[config.mk]
export PLATFORM = sky130hd
export DESIGN_NAME = reset_strap_debug_select
export DESIGN_NICKNAME = d
export VERILOG_FILES = /design/src/rtl/sync_2ff.v /design/src/rtl/reset_strap_debug_select.v
export VERILOG_INCLUDE_DIRS = /design/src /design/src/rtl
export SDC_FILE = /design/constraint.sdc
export NUM_CORES = 1
export LEC_CHECK = 0
export BUFFER_PORTS_ARGS = -buffer_cell sky130_fd_sc_hd__buf_2
export CORE_UTILIZATION = 40
export DETAILED_ROUTE_END_ITERATION = 6
export SYNTH_ARGS = -nofsm -noshare
export SYNTH_HDL_FRONTEND = slang
export SYNTH_SLANG_ARGS = --single-unit
[constraint.sdc]
create_clock -name clk_sys -period 1.7 [get_ports clk_sys]
set_clock_uncertainty 0.15 [all_clocks]
set_input_delay 0 -clock clk_sys [delete_from_list [all_inputs] [get_ports clk_sys]]
set_output_delay 0 -clock clk_sys [all_outputs]
set_load 0.02 [all_outputs]
[src/rtl/reset_strap_defines.vh]
// Constants for the reset and strap selection block
`ifndef RESET_STRAP_DEFINES_VH
`define RESET_STRAP_DEFINES_VH
`define SYNC_STAGES 2
`define RST_STRETCH_W 4
`define RST_STRETCH_CYCLES 4'h8
`define BOOT_FLASH 1'b1
`define BOOT_ROM 1'b0
`define DBG_EMULATION 1'b1
`define DBG_BOUNDARY 1'b0
`endif

[src/rtl/sync_2ff.v]
// Two-flop synchroniser for one level from outside the clock domain
module sync_2ff (
  input wire clk_sys, // System clock
  input wire rst,     // Asynchronous reset, active high
  input wire init,    // Value during reset is fixed by parameter
  input wire d,       // Asynchronous input
  output wire q       // Synchronised output
);
  parameter RESET_VALUE = 1'b0;
  reg meta_reg;
  reg sync_reg;
  always @(posedge clk_sys or posedge rst) begin
    if (rst) begin
      meta_reg <= RESET_VALUE;
      sync_reg <= RESET_VALUE;
    end else begin
      meta_reg <= d;
      sync_reg <= meta_reg;
    end
  end
  assign q = sync_reg ^ (init & 1'b0);
endmodule // sync_2ff

[src/rtl/reset_strap_debug_select.v]
// Power-on reset, system reset, boot and debug strap capture, returned test clock
`include "reset_strap_defines.vh"
module reset_strap_debug_select (
  input wire clk_sys,                 // System clock, 200 MHz
  input wire rst,                     // Asynchronous reset, active high
  input wire power_on_reset_n_in,     // Power-on reset pin level
  output reg power_on_reset_n_out,    // Power-on reset pin drive value
  output reg power_on_reset_n_oe_n,   // Power-on reset drive enable, low drives
  input wire system_reset_n_in,       // System reset pin level
  output reg system_reset_n_out,      // System reset pin drive value
  output reg system_reset_n_oe_n,     // System reset drive enable, low drives
  input wire debug_function_strap_in, // Debug strap pin level
  output reg debug_function_strap_out,  // Returned test clock drive value
  output reg debug_function_strap_oe_n, // Debug pin drive enable, low drives
  input wire test_clock,              // Test clock from the probe
  input wire test_reset_n,            // Test reset pin, active low
  input wire boot_source_strap,       // Boot strap pin
  output reg chip_reset_reg,          // Whole-chip logic reset, active high
  output reg cpu_reset_reg,           // Processor reset, active high
  output reg tap_reset_reg,           // Test port reset, active high
  output reg boot_from_flash_reg,     // High boots flash, low boots ROM
  output reg emulation_mode_reg,      // High routes test port to processor
  output reg tck_sync_reg             // Synchronised test clock for the core
);
  parameter STRETCH_CYCLES = `RST_STRETCH_CYCLES;

  wire por_n_sync;
  wire sysrst_n_sync;
  wire dbg_sync;
  wire boot_sync;
  wire tck_sync;
  wire trst_n_sync;
  reg por_n_d_reg;
  reg [`RST_STRETCH_W-1:0] stretch_reg;
  reg [`RST_STRETCH_W-1:0] stretch_next;

  ////////////////////////////////////////////////////////////////////////
  // Input synchronisers
  sync_2ff #(.RESET_VALUE(1'b0)) u_por (.clk_sys(clk_sys), .rst(rst), .init(1'b0),
    .d(power_on_reset_n_in), .q(por_n_sync));
  sync_2ff #(.RESET_VALUE(1'b1)) u_sys (.clk_sys(clk_sys), .rst(rst), .init(1'b0),
    .d(system_reset_n_in), .q(sysrst_n_sync));
  sync_2ff #(.RESET_VALUE(1'b1)) u_dbg (.clk_sys(clk_sys), .rst(rst), .init(1'b0),
    .d(debug_function_strap_in), .q(dbg_sync));
  sync_2ff #(.RESET_VALUE(1'b1)) u_boot (.clk_sys(clk_sys), .rst(rst), .init(1'b0),
    .d(boot_source_strap), .q(boot_sync));
  sync_2ff #(.RESET_VALUE(1'b0)) u_tck (.clk_sys(clk_sys), .rst(rst), .init(1'b0),
    .d(test_clock), .q(tck_sync));
  sync_2ff #(.RESET_VALUE(1'b0)) u_trst (.clk_sys(clk_sys), .rst(rst), .init(1'b0),
    .d(test_reset_n), .q(trst_n_sync));

  ////////////////////////////////////////////////////////////////////////
  // Own reset stretch: pulls power-on reset low after local reset
  always @* begin
    stretch_next = stretch_reg;
    if (stretch_reg != {`RST_STRETCH_W{1'b0}}) begin
      stretch_next = stretch_reg - {{(`RST_STRETCH_W-1){1'b0}}, 1'b1};
    end
  end

  always @(posedge clk_sys or posedge rst) begin
    if (rst) begin
      stretch_reg <= STRETCH_CYCLES;
      por_n_d_reg <= 1'b0;
      power_on_reset_n_out <= 1'b0;
      power_on_reset_n_oe_n <= 1'b0;
      system_reset_n_out <= 1'b0;
      system_reset_n_oe_n <= 1'b0;
      debug_function_strap_out <= 1'b0;
      debug_function_strap_oe_n <= 1'b1;
      chip_reset_reg <= 1'b1;
      cpu_reset_reg <= 1'b1;
      tap_reset_reg <= 1'b1;
      boot_from_flash_reg <= `BOOT_FLASH;
      emulation_mode_reg <= `DBG_EMULATION;
      tck_sync_reg <= 1'b0;
    end else begin
      stretch_reg <= stretch_next;
      por_n_d_reg <= por_n_sync;
      // Open drain: drive low only, pull-up releases
      power_on_reset_n_out <= 1'b0;
      power_on_reset_n_oe_n <= (stretch_next == {`RST_STRETCH_W{1'b0}});
      chip_reset_reg <= ~por_n_sync;
      system_reset_n_out <= 1'b0;
      system_reset_n_oe_n <= por_n_sync;
      cpu_reset_reg <= ~por_n_sync | ~sysrst_n_sync;
      tap_reset_reg <= ~trst_n_sync | ~por_n_sync;
      // Straps captured on synchronised rising edge of power-on reset
      if (por_n_sync & ~por_n_d_reg) begin
        emulation_mode_reg <= dbg_sync;
        boot_from_flash_reg <= boot_sync;
      end
      tck_sync_reg <= tck_sync;
      if (~por_n_sync) begin
        debug_function_strap_oe_n <= 1'b1;
        debug_function_strap_out <= 1'b0;
      end else if (por_n_d_reg & (emulation_mode_reg == `DBG_EMULATION)) begin
        debug_function_strap_oe_n <= 1'b0;
        debug_function_strap_out <= tck_sync;
      end else begin
        debug_function_strap_oe_n <= 1'b1;
        debug_function_strap_out <= 1'b0;
      end
    end
  end
endmodule // reset_strap_debug_select

Word level (Yosys, flattened, before mapping):

Cells that the tools add are included.

* $add $sub $neg: 1
* muxes and demuxes: 5
* bitwise logic cells: 8
* reductions and logical operators: 2

Operators with widths (count)
* $logic_not A4 Y1: 1
* $mux W1: 4
* $mux W4: 1
* $not A1 Y1: 4
* $reduce_bool A4 Y1: 1
* $sub A4 B1 Y4 const B: 1
* $and A1 B1 Y1: 2
* $or A1 B1 Y1: 2

* register bits: 26
* bits of input ports: 8
* output and inout port bits: 12
* word-level logic and storage cells: 39

Depth between registers and ports, before layout:

Gate-level depths: netlist of the first run.

* depth after elaboration: 3
* gate-level depth with buffers: 5
* depth with buffers taken out: 5

Cells and area by module:

From an unflattened synthesis of the first run, not the netlist that was laid out.

* cell total of the unflattened synthesis: 62
* area total of the unflattened synthesis: 868.3 sq um

By module, submodules not included
* reset_strap_debug_select: instances 1, cells each 44, area each 538.0 sq um
* sync_2ff (u_boot ...): instances 3, cells each 3, area each 56.3 sq um
* sync_2ff (u_por ...): instances 3, cells each 3, area each 53.8 sq um

Least setup slack after synthesis of the first run:

OpenSTA, ideal clock, no wires.

* path kind: flip-flop to flip-flop
* start: reg stretch_reg[0]
* end: reg power_on_reset_n_oe_n
* arrival: 1132 ps
* required time: 1473 ps
* slack: 341 ps
* cell stages (with the launch flop): 6
* clock period less this slack: 1359 ps
* cells stage by stage: dfrtp_1 > inv_1 > ha_1 > nand2b_4 > or3_1 > a21oi_1

* longest elaborated chain between the ends: 3
* elaborated cells between the ends (all ways): 4
* classes of those cells: add/sub: 1; mux: 1; reduce/logical: 2

Ends and longest elaborated chain
* start: declaration: line reset_strap_debug_select.v:34 `` reg [`RST_STRETCH_W-1:0] stretch_reg; ``
* start signal: assignment: line reset_strap_debug_select.v:78 `stretch_reg <= stretch_next;`
* $sub A4 B1 Y4 or $reduce_bool A4 Y1 (tied branches): line reset_strap_debug_select.v:57, reset_strap_debug_select.v:56
* $mux W4 (*): line reset_strap_debug_select.v:56 `` if (stretch_reg != {`RST_STRETCH_W{1'b0}}) begin ``
* $logic_not A4 Y1 (*): line reset_strap_debug_select.v:82 `` power_on_reset_n_oe_n <= (stretch_next == {`RST_STRETCH_W{1'b0}}); ``
* end signal: assignment: line reset_strap_debug_select.v:82
* end: declaration: line reset_strap_debug_select.v:8 `output reg power_on_reset_n_oe_n,`

Mark *: on every way between the ends. The rest lies on a longest branch, timed or not.
A chain may end at the register's enable or synchronous reset.

Worst setup path in the final report of the first run:

Ends and elaborated chain as after synthesis.

==> results of run 1 <==
## final cells by class
class                   count  area, um2
clock buffers               4       26.3
multi-input cells          23        145
repair buffers             25        163
flip-flops and latches     26        667
well taps                  27       33.8
fillers                   183        925
inverters                   6       22.5
## per-stage QoR
| step | hold slack, ps | total power (W) | utilization | instances | instance area [um2] |
|---|---|---|---|---|---|
| final | 114 | 0.00101 | 0.533 | 111 | 1060 |
| after global routing | 151 | 0.00107 | 0.533 | 111 | 1060 |
| after CTS | 127 | 0.00103 | 0.533 | 111 | 1060 |
| after detailed placement | -71.7 | 0.000758 | 0.485 | 100 | 961 |
| after global placement | -91.7 | 0.000757 | 0.485 | 100 | 961 |
| after floorplan | -146 | 0.000733 | - | 57 | 850 |
## what timing repair did
action                     in CTS  in global routing
hold buffers                    7                  0
gates resized for setup         0                  0
setup endpoints to repair       0                  0
hold endpoints to repair       32                  0
## power by group through the flow
stage / clock, W / sequential, W / combinational (W)
finish: 0.000253 / 0.000673 / 0.0000839
global route: 0.000299 / 0.000679 / 0.0000954
CTS: 0.000265 / 0.000674 / 0.0000857
detailed placement: 0 / 0.000685 / 0.0000736
global placement: 0 / 0.000684 / 0.0000724
floorplan: 0 / 0.000705 / 0.0000276
## worst reg2reg max path: cells and delay by family, from the launching register on
family          cells  cell delay (ps)
flops               1              450
fa+ha+maj           1              230
buf+inv             1               70
simple gates        2              380
compound gates      1              120
## layer usage
layer | vias to the layer above | global-route usage | part of all wire
li1 | 229 | - | -
met1 | 221 | 0.146 | 0.48
met2 | 13 | 0.138 | 0.47
met3 | 0 | 0.0453 | 0.045
met4 | 0 | 0.0667 | 0
met5 | - | 0 | 0
## logic make-up after synthesis
kind of cell    synth area share
fa+ha+maj                 0.0148
xor+xnor                  0.0104
compound gates            0.0177
simple gates              0.0814
other cells              0.00443
flops                      0.788
buf+inv                   0.0444
mux                       0.0385
## cell usage in the layout, fill, tap and decap left out
cell           Yosys  layout
or3_1              1       1
clkbuf_1           0       1
inv_1              6       6
buf_2              0      17
dfstp_2           13      13
mux2_2             2       2
clkbuf_4           0       3
nand2b_1           1       1
nand2b_4           1       1
o21ai_0            2       2
nand4_1            1       1
mux2i_1            1       1
buf_4              2       1
ha_1               1       1
nand2_1            3       3
nor3_1             1       1
a21oi_1            1       1
conb_1             1       2
nand3_1            1       1
nor2_1             4       4
dlygate4sd3_1      0       7
dfrtp_1           13      13
xnor2_1            1       1
## worst max-delay path by stage
| stage | start | to | cells past startpoint |
|---|---|---|---|
| after global routing | stretch_reg[0] | power_on_reset_n_oe_n | 5 |
| after floorplan | stretch_reg[0] | power_on_reset_n_oe_n | 5 |
| after CTS | stretch_reg[0] | power_on_reset_n_oe_n | 5 |
| final | stretch_reg[0] | power_on_reset_n_oe_n | 5 |
| after global placement | stretch_reg[0] | power_on_reset_n_oe_n | 5 |
| after detailed placement | stretch_reg[0] | power_on_reset_n_oe_n | 5 |
==> results.sh, run 1 <==
export IMPL_synth_distinct_cells=19
export IMPL_finalSetupViolCount=0
export IMPL_finalCritPeriodShare=0.859
export IMPL_combPwrFrac=0.083
export IMPL_crit_path_end_kind="register"
export IMPL_fmax_ghz=0.685
export IMPL_status="finished, final reports clean"
export IMPL_slew_viol_final=0
export IMPL_first_pass_iters=2
export IMPL_design_portCount=20
export IMPL_setup_tns_ps=0
export IMPL_synth_edff_count=0
export IMPL_overflow=0
export IMPL_hp_class="in -> async"
export IMPL_antenna_found_initial=0
export IMPL_dr_total_vias=463
export IMPL_viasPerCell=4.17
export IMPL_diodes=0
export IMPL_dieWidth_um=48.0
export IMPL_grt_pass1_wl_mm=1.56
export IMPL_drc=0
export IMPL_cp_arrival_ps=1550
export IMPL_dr_first_iter_drc_count=8
export IMPL_dp_hpwl_um=668
export IMPL_p_int_w=0.000790
export IMPL_max_stage_delay_ps=450
export IMPL_syn_inst=56
export IMPL_rows=16
export IMPL_swShare=0.218
export IMPL_tritoncts="done"
export IMPL_grt_pass1_vias=367
export IMPL_worstSkewPairLatency_ps=300
export IMPL_reg2reg_from="stretch_reg[0]"
export IMPL_wl_um=992
export IMPL_max_clock_path_buffers=2
export IMPL_cts_buffers=3
export IMPL_power_share_sequential=0.667
export IMPL_synthTopCellsByCount="dfrtp_1, dfstp_2, inv_1"
export IMPL_cpLargestDelayFamily="flip-flops"
export IMPL_clkPwrFrac=0.250
export IMPL_pre_cts_slack_ps=254
export IMPL_rrSetupSlack_ps=240
export IMPL_avgSynthCellArea_um2=15.1
export IMPL_leakagePower_nw=0.494
export IMPL_synth_top_cell_area_share=0.404
export IMPL_timing_final_hold_violations=0
export IMPL_port_buffers=17
export IMPL_seq_area_frac_synth=0.788
export IMPL_fin_nets=94
export IMPL_cp_cell_sequence="inv_1 -> ha_1 -> nand2b_4 -> or3_1 -> a21oi_1"
export IMPL_rr_endpoint="power_on_reset_n_oe_n"
export IMPL_area_delta_synth_final_pct=25.0
export IMPL_synth_top_area_cell="dfstp_2"
export IMPL_synthArstFlopShare=1.00
export IMPL_p_switching_w=0.000220
export IMPL_synth_ff_type="dfstp_2"
export IMPL_wl_per_cell_um=8.94
export IMPL_slowest_stage="dfrtp_1"
export IMPL_cap_violations=0
export IMPL_clock_sinks=26
export IMPL_dieArea_mm2=0.00230
export IMPL_path_clk_slew_ps=130
export IMPL_worst_slack_ps=239
export IMPL_postRouteAntennaNets=0
export IMPL_root_buffer="clkbuf_4"
export IMPL_synth_area_um2=846
export IMPL_cp_start_kind="register"
export IMPL_cp_max_fo=5
export IMPL_cts_setup_buffers=0
export IMPL_cp_num_buf_inv=1
export IMPL_largest_register_ffs=4
export IMPL_core_mm2=0.00198
export IMPL_rsz0062_at_grt="no"
export IMPL_cp_required_ps=1790
export IMPL_ir_drop_mv=0.492
export IMPL_start_util=0.427
export IMPL_htree_levels=1
export IMPL_gp_congestion=0.821
export IMPL_period_needed_ps=1460
export IMPL_ys_seq_elements=26
export IMPL_path_class="reg -> reg"
export IMPL_grt_start_max_net_pins=27
export IMPL_die_y_um=48.0
export IMPL_grt_usage=0.107
export IMPL_synth_area_leaders="dfstp_2, dfrtp_1, inv_1"
export IMPL_r2r_cells=5
export IMPL_powerDensity_mw_per_mm2=956
export IMPL_layout_drive_gt1_share=0.440
export IMPL_yosysWarningCount=0
Power figures use the tool's default switching activity.
==> run 2: changes to the inputs <==
--- a/config.mk
+++ b/config.mk
@@ -9,6 +9,7 @@
 export BUFFER_PORTS_ARGS = -buffer_cell sky130_fd_sc_hd__buf_2
 export CORE_UTILIZATION = 40
 export DETAILED_ROUTE_END_ITERATION = 6
+export RECOVER_POWER = 25
 export SYNTH_ARGS = -nofsm -noshare
 export SYNTH_HDL_FRONTEND = slang
 export SYNTH_SLANG_ARGS = --single-unit
==> results.sh, run 2 (same netlist as run 1, synthesis figures left out) <==
export IMPL_finalSetupViolCount=0
export IMPL_powerDensity_mw_per_mm2=957
export IMPL_cp_cell_sequence="inv_1 -> ha_1 -> nand2b_4 -> or3_1 -> a21oi_1"
export IMPL_grt_usage=0.107
export IMPL_antenna_found_initial=0
export IMPL_slew_headroom=0.599
export IMPL_diodes=0
export IMPL_gp_congestion=0.821
export IMPL_viasPerCell=4.21
export IMPL_status="finished, final reports clean"
export IMPL_cap_violations=0
export IMPL_die_y_um=48.0
export IMPL_setup_tns_ps=0
export IMPL_root_buffer="clkbuf_4"
export IMPL_dieWidth_um=48.0
export IMPL_slew_viol_final=0
export IMPL_cp_num_buf_inv=1
export IMPL_final_util=0.532
export IMPL_dr_total_vias=467
export IMPL_layout_commonest_cell="buf_2"
export IMPL_dr_first_iter_drc_count=7
export IMPL_wl_per_cell_um=8.95
export IMPL_cp_start_kind="register"
export IMPL_power_total_w=0.00101
export IMPL_ir_drop_mv=0.495
export IMPL_final_cell_mix="buf_2, dfstp_2, dfrtp_1, dlygate4sd3_1, inv_1"
export IMPL_fmax_ghz=0.683
export IMPL_wl_um=994
export IMPL_htree_levels=1
export IMPL_core_mm2=0.00198
export IMPL_slowest_stage="dfrtp_1"
export IMPL_grt_pass1_vias=367
export IMPL_postRouteAntennaNets=0
export IMPL_layout_drive_gt1_share=0.440
export IMPL_area_delta_synth_final_pct=24.7
export IMPL_crit_path_end_kind="register"
export IMPL_cts_buffers=3
export IMPL_clkPwrFrac=0.251
export IMPL_hp_class="in -> reg"
export IMPL_fin_nets=94
export IMPL_rsz0062_at_grt="no"
export IMPL_cts_resized=0
export IMPL_cpLargestDelayFamily="flip-flops"
export IMPL_rows=16
export IMPL_swShare=0.218
export IMPL_timing_final_hold_violations=0
export IMPL_max_clock_path_buffers=2
export IMPL_finalCritPeriodShare=0.861
export IMPL_clock_sinks=26
export IMPL_cp_arrival_ps=1550
export IMPL_path_clk_slew_ps=130
export IMPL_start_util=0.427
export IMPL_p_switching_w=0.000220
export IMPL_max_stage_delay_ps=450
export IMPL_period_needed_ps=1460
export IMPL_p_int_w=0.000789
export IMPL_drc=0
export IMPL_port_buffers=17
export IMPL_overflow=0
export IMPL_power_share_sequential=0.667
export IMPL_combPwrFrac=0.082
export IMPL_first_pass_iters=2
export IMPL_tritoncts="done"
export IMPL_grt_pass1_wl_mm=1.56
export IMPL_largest_register_ffs=4
export IMPL_cp_required_ps=1790
export IMPL_worstSkewPairLatency_ps=300
export IMPL_dp_hpwl_um=668
export IMPL_dieArea_mm2=0.00230
export IMPL_tightest_slew_ps=602
export IMPL_leakagePower_nw=0.493
export IMPL_design_portCount=20
export IMPL_cp_max_fo=5
export IMPL_grt_start_max_net_pins=27
export IMPL_path_class="reg -> reg"
run 2: cell count changes in the layout (fill, tap and decap cells not counted):
cell,change
buf_4,-1
clkbuf_2,+1
run 2: path summary, 6_finish.rpt:
check / from / end / slack (ps) / depth (start not counted)
worst max-delay path: stretch_reg[0] / power_on_reset_n_oe_n / 240 / 5
worst min-delay path: system_reset_n_in / u_sys.meta_reg / 170 / 2
worst max register to register: stretch_reg[0] / power_on_reset_n_oe_n / 240 / 5
worst min register to register: u_dbg.meta_reg / u_dbg.q / 220 / 0
max in group asynchronous: rst / stretch_reg[1] / 780 / 4
min in group asynchronous: rst / u_trst.meta_reg / 220 / 4
run 2: area by class of cell:
type                            instances  area (um2)
Multi-Input combinational cell         23         145
Sequential cell                        26         667
Timing Repair Buffer                   25         160
Inverter                                6        22.5
Clock buffer                            4        26.3
Fill cell                             184         927
Tap cell                               27        33.8
run 2: power groups by stage:
| stage | registers [W] | clock network (W) | logic [W] |
|---|---|---|---|
| detailed placement | 0.000685 | 0 | 0.0000736 |
| floorplan | 0.000705 | 0 | 0.0000276 |
| CTS | 0.000674 | 0.000265 | 0.0000857 |
| finish | 0.000673 | 0.000253 | 0.0000830 |
| global placement | 0.000684 | 0 | 0.0000724 |
| global route | 0.000679 | 0.000299 | 0.0000943 |
run 2: per-layer routing:
layer,track usage,routed length (um),up-vias
met1,0.146,455,224
met4,0.0667,0,0
met3,0.0453,45,0
li1,-,-,230
met5,0,0,-
met2,0.138,492,13
run 2: per-stage QoR:
step / worst slack, ps / hold WS [ps] / area (um2) / std cells
3_5_place_dp: 254 / -71.7 / 961 / 100
5_1_grt: 155 / 151 / 1050 / 111
3_3_place_gp: 321 / -91.7 / 961 / 100
2_1_floorplan: 341 / -146 / 850 / 57
4_1_cts: 234 / 127 / 1060 / 111
6_report: 236 / 169 / 1050 / 111
run 2: worst register-to-register path, cell delays in order, from the launching register on:
cell and delay [ps]:
dfrtp_1 450, inv_1 70, ha_1 230, nand2b_4 80, or3_1 300, a21oi_1 130
run 2: timing repair:
| item | 4_1_cts | 5_1_grt |
|---|---|---|
| buffers inserted | 0 | 0 |
| hold endpoints to repair | 32 | 0 |
| endpoints found under the setup margin | 0 | 0 |
| hold buffers | 7 | 0 |
